## src/rtl/ccr_pkg.sv

```systemverilog
package ccr_pkg;

  localparam int CCR_AW = 10;
  localparam int CCR_DW = 8;
  localparam int CCR_NCFG = 3;

  // ****************************************
  // Register offsets
  // ****************************************
  localparam logic [CCR_AW-1:0] CCR_OFS_PLL = 10'h010;
  localparam logic [CCR_AW-1:0] CCR_OFS_RATIO = 10'h1E0;
  localparam logic [CCR_AW-1:0] CCR_OFS_ROUTE = 10'h1E1;
  localparam logic [CCR_AW-1:0] CCR_OFS_UPD = 10'h232;
  localparam logic [CCR_AW-1:0] CCR_OFS_STAT = 10'h233;
  localparam logic [CCR_NCFG-1:0][CCR_AW-1:0] CCR_CFG_OFS =
    {CCR_OFS_ROUTE, CCR_OFS_RATIO, CCR_OFS_PLL};

  // ****************************************
  // Reset values
  // ****************************************
  localparam logic [CCR_DW-1:0] CCR_RST_PLL = 8'h01;
  localparam logic [CCR_DW-1:0] CCR_RST_RATIO = 8'h02;
  localparam logic [CCR_DW-1:0] CCR_RST_ROUTE = 8'h00;
  localparam logic [CCR_NCFG-1:0][CCR_DW-1:0] CCR_CFG_RST =
    {CCR_RST_ROUTE, CCR_RST_RATIO, CCR_RST_PLL};

  // ****************************************
  // Field positions and codes
  // ****************************************
  localparam int CCR_PLL_MODE_LSB = 0;
  localparam int CCR_PLL_POL_BIT = 7;
  localparam int CCR_ROUTE_BYP_BIT = 0;
  localparam int CCR_ROUTE_SRC_BIT = 1;
  localparam int CCR_UPD_BIT = 0;
  localparam int CCR_RATIO_W = 3;
  localparam logic [1:0] CCR_MODE_ON = 2'h0;
  localparam logic [1:0] CCR_MODE_APD = 2'h1;
  localparam logic [CCR_RATIO_W-1:0] CCR_DIV_MIN = 3'h2;
  localparam logic [CCR_RATIO_W-1:0] CCR_DIV_MAX = 3'h6;
  localparam logic [CCR_RATIO_W-1:0] CCR_CODE_MAX = 3'h4;

  // ****************************************
  // Rate limits
  // ****************************************
  localparam int CCR_CLK_MHZ = 250;
  localparam int CCR_CHAN_MAX_MHZ = 1600;
  localparam int CCR_EXT_MAX_MHZ = 2400;

  // ****************************************
  // Carriers
  // ****************************************
  typedef struct packed {
    logic [CCR_DW-1:0] route;
    logic [CCR_DW-1:0] ratio;
    logic [CCR_DW-1:0] pll;
  } ccr_cfg_t;

endpackage : ccr_pkg

```

## src/rtl/ccr_stage_reg.sv

```systemverilog
`timescale 1ns/1ns
`default_nettype none
module ccr_stage_reg #(
  parameter int W = 8,
  parameter logic [W-1:0] RST = '0
) (
  input wire logic clk,
  input wire logic rst_n,
  input wire logic wr_en,
  input wire logic [W-1:0] wdata,
  input wire logic commit,
  output logic [W-1:0] staged,
  output logic [W-1:0] active
);
  import ccr_pkg::*;

  if (W < 1) begin : g_bad_w
    $error("ccr_stage_reg: width must be at least one");
  end

  // ****************************************
  // Shadow copy
  // ****************************************
  // shadow takes writes
  always_ff @(posedge clk) begin
    if (!rst_n) begin
      staged <= RST;
    end else if (wr_en) begin
      staged <= wdata;
    end
  end

  // ****************************************
  // Active copy
  // ****************************************
  // copy on update
  always_ff @(posedge clk) begin
    if (!rst_n) begin
      active <= RST;
    end else if (commit) begin
      active <= staged;
    end
  end

endmodule : ccr_stage_reg
`default_nettype wire

```

## src/rtl/ccr_div.sv

```systemverilog
`timescale 1ns/1ns
`default_nettype none
module ccr_div #(
  parameter int RW = 3
) (
  input wire logic clk,
  input wire logic rst_n,
  input wire logic in_en,
  input wire logic [RW-1:0] ratio,
  output logic out_en
);
  import ccr_pkg::*;

  if (RW < CCR_RATIO_W) begin : g_bad_rw
    $error("ccr_div: ratio width too small for the largest division");
  end

  logic [RW-1:0] cnt;
  logic last;

  assign last = (cnt >= ratio - RW'(1));

  // ****************************************
  // Source tick counter
  // ****************************************
  always_ff @(posedge clk) begin
    if (!rst_n) begin
      cnt <= '0;
    end else if (in_en) begin
      cnt <= last ? '0 : cnt + RW'(1);
    end
  end

  always_ff @(posedge clk) begin
    if (!rst_n) begin
      out_en <= 1'b0;
    end else begin
      out_en <= in_en && last;
    end
  end

endmodule : ccr_div
`default_nettype wire

```

## src/rtl/ccr_clock_routing.sv

```systemverilog
`timescale 1ns/1ns
`default_nettype none
module ccr_clock_routing (
  input wire logic clk,
  input wire logic rst_n,
  input wire logic [ccr_pkg::CCR_AW-1:0] reg_addr,
  input wire logic [ccr_pkg::CCR_DW-1:0] reg_wdata,
  input wire logic reg_wr,
  input wire logic reg_rd,
  output logic [ccr_pkg::CCR_DW-1:0] reg_rdata,
  input wire logic ext_clk_en,
  input wire logic osc_clk_en,
  output logic dist_clk_en,
  output logic prescaler_clk_en,
  output logic pll_power_on,
  output logic pll_async_pd,
  output logic osc_power_on,
  output logic pfd_neg_polarity,
  output ccr_pkg::ccr_cfg_t active_cfg
);
  import ccr_pkg::*;

  // ****************************************
  // Declarations
  // ****************************************
  logic [CCR_NCFG-1:0][CCR_DW-1:0] stg;
  logic [CCR_NCFG-1:0][CCR_DW-1:0] act;
  logic [CCR_NCFG-1:0] cfg_wr;
  ccr_cfg_t staged_cfg;
  logic upd_commit;
  logic act_byp;
  logic act_src;
  logic act_pll_on;
  logic [CCR_RATIO_W-1:0] act_code;
  logic [CCR_RATIO_W-1:0] div_ratio;
  logic src_en;
  logic div_in;
  logic div_out;
  logic pending;
  logic [CCR_DW-1:0] next_rdata;
  logic [CCR_DW-1:0] stat_word;
  logic [3:0] busy_run;

  // ****************************************
  // Register decode
  // ****************************************
  // update write strobe
  assign upd_commit = reg_wr && (reg_addr == CCR_OFS_UPD) && reg_wdata[CCR_UPD_BIT];

  // ****************************************
  // Staged and active registers
  // ****************************************
  for (genvar i = 0; i < CCR_NCFG; i++) begin : g_cfg
    assign cfg_wr[i] = reg_wr && (reg_addr == CCR_CFG_OFS[i]);

    ccr_stage_reg #(
      .W(CCR_DW),
      .RST(CCR_CFG_RST[i])
    ) u_reg (
      .clk(clk),
      .rst_n(rst_n),
      .wr_en(cfg_wr[i]),
      .wdata(reg_wdata),
      .commit(upd_commit),
      .staged(stg[i]),
      .active(act[i])
    );
  end

  assign staged_cfg = ccr_cfg_t'(stg);
  assign active_cfg = ccr_cfg_t'(act);
  assign pending = (staged_cfg != active_cfg);

  // ****************************************
  // Active field views
  // ****************************************
  assign act_byp = active_cfg.route[CCR_ROUTE_BYP_BIT];
  assign act_src = active_cfg.route[CCR_ROUTE_SRC_BIT];
  assign act_code = active_cfg.ratio[CCR_RATIO_W-1:0];
  assign act_pll_on = (active_cfg.pll[CCR_PLL_MODE_LSB +: 2] == CCR_MODE_ON);

  // ****************************************
  // PLL power and polarity
  // ****************************************
  // mode 01 keeps the PLL off
  assign pll_power_on = act_pll_on;
  assign pll_async_pd = (active_cfg.pll[CCR_PLL_MODE_LSB +: 2] == CCR_MODE_APD);

  assign pfd_neg_polarity = active_cfg.pll[CCR_PLL_POL_BIT];

  assign osc_power_on = act_src;

  // ****************************************
  // Source select
  // ****************************************
  // external input when clear
  assign src_en = act_src ? osc_clk_en : ext_clk_en;

  // ****************************************
  // Pre-divider
  // ****************************************
  // codes map to two through six
  assign div_ratio = (act_code > CCR_CODE_MAX) ? CCR_DIV_MAX : act_code + CCR_DIV_MIN;

  assign div_in = src_en && !act_byp;

  ccr_div #(
    .RW(CCR_RATIO_W)
  ) u_div (
    .clk(clk),
    .rst_n(rst_n),
    .in_en(div_in),
    .ratio(div_ratio),
    .out_en(div_out)
  );

  // ****************************************
  // Distribution output
  // ****************************************
  // bypass skips the pre-divider
  // input tick passes at full rate
  always_ff @(posedge clk) begin
    if (!rst_n) begin
      dist_clk_en <= 1'b0;
    end else begin
      dist_clk_en <= act_byp ? src_en : div_out;
    end
  end

  // ****************************************
  // Prescaler feed
  // ****************************************
  // external input to prescaler
  always_ff @(posedge clk) begin
    if (!rst_n) begin
      prescaler_clk_en <= 1'b0;
    end else begin
      prescaler_clk_en <= act_pll_on && !act_src && ext_clk_en;
    end
  end

  // ****************************************
  // Read path
  // ****************************************
  assign stat_word = {4'h0, pending, act_byp, act_src, act_pll_on};

  always_comb begin
    next_rdata = '0;
    case (reg_addr)
      CCR_OFS_PLL: next_rdata = staged_cfg.pll;
      CCR_OFS_RATIO: next_rdata = staged_cfg.ratio;
      CCR_OFS_ROUTE: next_rdata = staged_cfg.route;
      CCR_OFS_STAT: next_rdata = stat_word;
      default: next_rdata = '0;
    endcase
  end

  always_ff @(posedge clk) begin
    if (!rst_n) begin
      reg_rdata <= '0;
    end else begin
      reg_rdata <= reg_rd ? next_rdata : '0;
    end
  end

  always_ff @(posedge clk) begin
    if (!rst_n || act_byp || !src_en || dist_clk_en) begin
      busy_run <= '0;
    end else if (busy_run != 4'hF) begin
      busy_run <= busy_run + 4'h1;
    end
  end
endmodule : ccr_clock_routing
`default_nettype wire

```

## config.mk

```make
export PLATFORM = sky130hd
export DESIGN_NAME = ccr_clock_routing
export DESIGN_NICKNAME = d
export VERILOG_FILES = /design/src/rtl/ccr_pkg.sv /design/src/rtl/ccr_stage_reg.sv /design/src/rtl/ccr_div.sv /design/src/rtl/ccr_clock_routing.sv
export SDC_FILE = /design/constraint.sdc
export NUM_CORES = 1
export LEC_CHECK = 0
export BUFFER_PORTS_ARGS = -buffer_cell sky130_fd_sc_hd__buf_2
export CAP_MARGIN = 10
export CELL_PAD_IN_SITES_DETAIL_PLACEMENT = 1
export CELL_PAD_IN_SITES_GLOBAL_PLACEMENT = 2
export CORE_UTILIZATION = 36
export DETAILED_ROUTE_END_ITERATION = 8
export MAX_ROUTING_LAYER = met4
export PLACE_DENSITY = 0.88
export SYNTH_ARGS = -nofsm -noshare
export SYNTH_HDL_FRONTEND = slang
export SYNTH_SLANG_ARGS = --single-unit
```

## constraint.sdc

```tcl
create_clock -name clk -period 4.7 [get_ports clk]
set_clock_uncertainty 0.1 [all_clocks]
set_input_delay 0.47 -clock clk [delete_from_list [all_inputs] [get_ports clk]]
set_output_delay 0.47 -clock clk [all_outputs]
set_load 0.01 [all_outputs]
```

==> summary.md <==
| Metric | Value |
|---|---|
| Outcome | finished, final reports clean |
| Die Span X | 92.2 µm |
| Clk buf depth | 2 |
| Num CTS Buffers | 9 |
| Post-CTS Resized | 0 |
| Routed Wire Length | between 7 and 8 mm |
| Number of max-cap violations | 0 |
| Clock share of power | 44.9% |
| Cell Pwr Density | roughly 300 mW/mm² |
| Worst min path class | input pin to flip-flop |
| Drt first pass iters | 4 |
| Gr busiest metal | met2 |
| Synthesis Warnings | 0 |
| Register Area | 0.00124 mm² |
| Sw Share | roughly a quarter |
| Reg2reg start | g_cfg[1].u_reg.active[2] |
| Fillers | 922 |
| Post-route clock period utilization | a little under three fifths |
| Die ar. | ~0.0085 mm² |
| Sw Pwr | about 0.00024 W |
| CP Max Fanout | 12 |
| Total number of vias | about 2,400 |
| Fin crit period | approximately 2700 ps |
| First-pass GRT wire length | between 10 and 15 mm |
| Largest cells by area after synthesis | dfxtp_1, mux2i_1, xor2_1 |
| Tightest Pin Transition | around 800 ps |
| Reg power frac | around 50% |
| Cell Area, Synth | approximately 0.0029 mm² |
| Delay-heaviest family, CP | simple AND/OR/NAND/NOR gates |
| Layout cells sized above 1 | 25.0% |
| Crit-path cells | buf_2, or4_4, nor4b_4, and3_1, mux2i_1, nor2b_1 |
| Final Hold Viols | 0 |
| Pleak | between 1.5 and 2 nW |
| Largest net degree at the start of global routing | 54 |
| GPL Wtd Cong | 0.827 |
| DR vias/cell | 5.01 |
| Met2 global-route usage | 27.6% |
| Register area share after synthesis | between 40% and 50% |
| Grt met3 use | under 10% |
| Clock Latency Late Sink | approximately 340 ps |
| Cell-internal power | 0.000807 W |
| Synth area leader | dfxtp_1 |
| Clock-pin slew on the worst setup and hold paths | about 70 ps |
| Fmax | between 0.3 and 0.4 GHz |
| GR met1 Demand/Resource | 26.7% |
| Total power | about 0.0011 W |
| Final nets | approximately 390 |
| H-tree levels | 3 |
| Synth cell types | 34 |
| Number of setup buffers added after CTS | 0 |
| CP Launch Type | input pin |
| Crit-path max cell delay | approximately 700 ps |
| FF-to-FF path depth | 7 |
| R2r endpoint | u_div.cnt[2] |
| Endpoints failing setup | 0 |
| Wire per inst | between 15 and 20 µm |
| Worst setup path startpoint | reg_addr[1] |
| Post-route ant nets | 0 |
| Total gr overflow | 0 |
| CORE AREA | approximately 0.008 mm² |
| CTS tree | built |
| Avg Inst Size Synth | 9.66 µm² |
| Peak supply drop | between 0.15 and 0.2 mV |
| Area share of the largest cell type after synthesis | 42.4% |
| Buf/Inv on CP | 1 |
| R2R Setup Slk | 2740 ps |
| Gate power share | under 10% |
| IO Count | 62 |
| Rows | 32 |
| Crit path capture type | flip-flop |
| Unrepaired setup endpoints after global routing | no |
| Final Slew Violations | 0 |
| Number of clock sinks | between 60 and 70 |
| Net Count, Synth | 332 |
| Starting Density | 37.5% |
| Hpwl dp | 5.24 mm |
| Crit Path Class | input pin to flip-flop |
| Vias in the first global route | around 2,400 |
| Cells after Synth | about 300 |
| TNS Setup | 0 ps |
| Crit path max-delay cell type | nor4b_4 |
| Diodes inserted | 0 |
| Critical Path End | g_cfg[2].u_reg.staged[3] |
| CTS hold repair buffers | 0 |
| Initial antenna violation count | 0 |
| Most frequent cells in the layout | dfxtp_1, buf_2, mux2i_1 |
| Total Routing Usage GR | between 10% and 20% |
| Critical Path Stages | 6 |
| Area grow syn2layout | 19.9% |
| Multi-input gate area | 0.00160 mm² |
| Drc violations | 0 |
| Slew HR | a little under half |
| IO Port Bufs | between 60 and 70 |
| Initial drt markers | roughly 80 |
| FF+latch count, synth | 62 |
| Most common cell after layout, fill and taps aside | dfxtp_1 |
| Worst endpoint data arrival time | about 2800 ps |
| Clock tree root driver cell | clkbuf_8 |
| Critical path data required time | 4820 ps |
| Die Ht | between 90 and 100 µm |
-- how the worst min path moves through the flow --
stage | startpoint | to | cells past startpoint
finish | reg_rd | reg_rdata[3] | 3
floorplan | u_div.out_en | dist_clk_en | 1
global route | ext_clk_en | prescaler_clk_en | 2
CTS | reg_rd | reg_rdata[3] | 3
global placement | u_div.out_en | dist_clk_en | 1
detailed placement | u_div.out_en | dist_clk_en | 1
-- per-stage QoR --
stage          setup slack, ps  area (µm²)  util, %  hold WS [ps]  std cells
6_report                  2000        3510     45.0           301        470
5_1_grt                   1870        3510     45.0           303        470
4_1_cts                   2000        3510     45.0           287        470
3_5_place_dp              1670        3310     42.4           343        454
3_3_place_gp              1670        3310     42.4           342        454
2_1_floorplan             2470        2930        -           332        303
-- kinds of logic after synthesis --
| family | count (synthesis) | share of synthesized area, % |
|---|---|---|
| buffers and inverters | 19 | 3.29 |
| muxes | 42 | 14.7 |
| adders and majority gates | 5 | 2.14 |
| and+or+nand+nor | 116 | 21.6 |
| DFF | 62 | 42.4 |
| xor gates and xnor gates | 27 | 8.08 |
| AOI/OAI and AO/OA | 32 | 7.78 |
-- power by group through the flow --
stage	clock network (W)	logic, W	registers, W
floorplan	0	0.0000267	0.000541
finish	0.000473	0.0000497	0.000529
detailed placement	0	0.0000498	0.000542
CTS	0.000485	0.0000502	0.000529
global route	0.000513	0.0000545	0.000530
global placement	0	0.0000492	0.000542
-- worst register-to-register path: stages, from the launching register on --
cell and delay [ps]:
dfxtp_1 440, nand2b_1 170, ha_1 230, ha_1 270, a21o_1 150, a21oi_1 180, o21ai_0 180, nor2_1 170
-- layout make-up --
| type | instances | area share, % |
|---|---|---|
| sequential | 62 | 35.4 |
| tap | 102 | 3.64 |
| multi-input combinational | 222 | 45.5 |
| inverter | 3 | 0.321 |
| clock buffer | 10 | 3.92 |
| timing repair buffer | 65 | 9.55 |
| clock inverter | 6 | 1.75 |
-- cells in the mapped netlist --
library cell and number:
dfxtp_1 62, mux2i_1 34, nor2b_1 33, xor2_1 26, nand2_1 25, nand3_1 20, nor2_1 18, a21boi_0 14
clkbuf_1 9, a22oi_1 8, mux2_2 8, nor4_1 8, a21oi_1 5, ha_1 5, buf_4 4, inv_1 3
and4b_1 2, buf_2 2, nand2b_1 2, a21o_1 1, and3_1 1, and4_1 1, buf_6 1, nand3b_1 1
nand4_1 1, nor3_2 1, nor3b_1 1, nor4b_4 1, o211a_1 1, o211ai_1 1, o21ai_0 1, o21bai_1 1
or4_4 1, xnor2_1 1
-- flip-flops by register name, indices dropped and copies added, names as in the netlist --
register,count
dist_clk_en,1
g_cfg.u_reg.active,24
g_cfg.u_reg.staged,24
prescaler_clk_en,1
reg_rdata,8
u_div.cnt,3
u_div.out_en,1
-- metal layers --
layer  vias up  wire [µm]
met3        11        316
met5         -          0
li1       1165          -
met4         0        147
met2        68       3250
met1      1111       3790
Power figures use the tool's default switching activity.
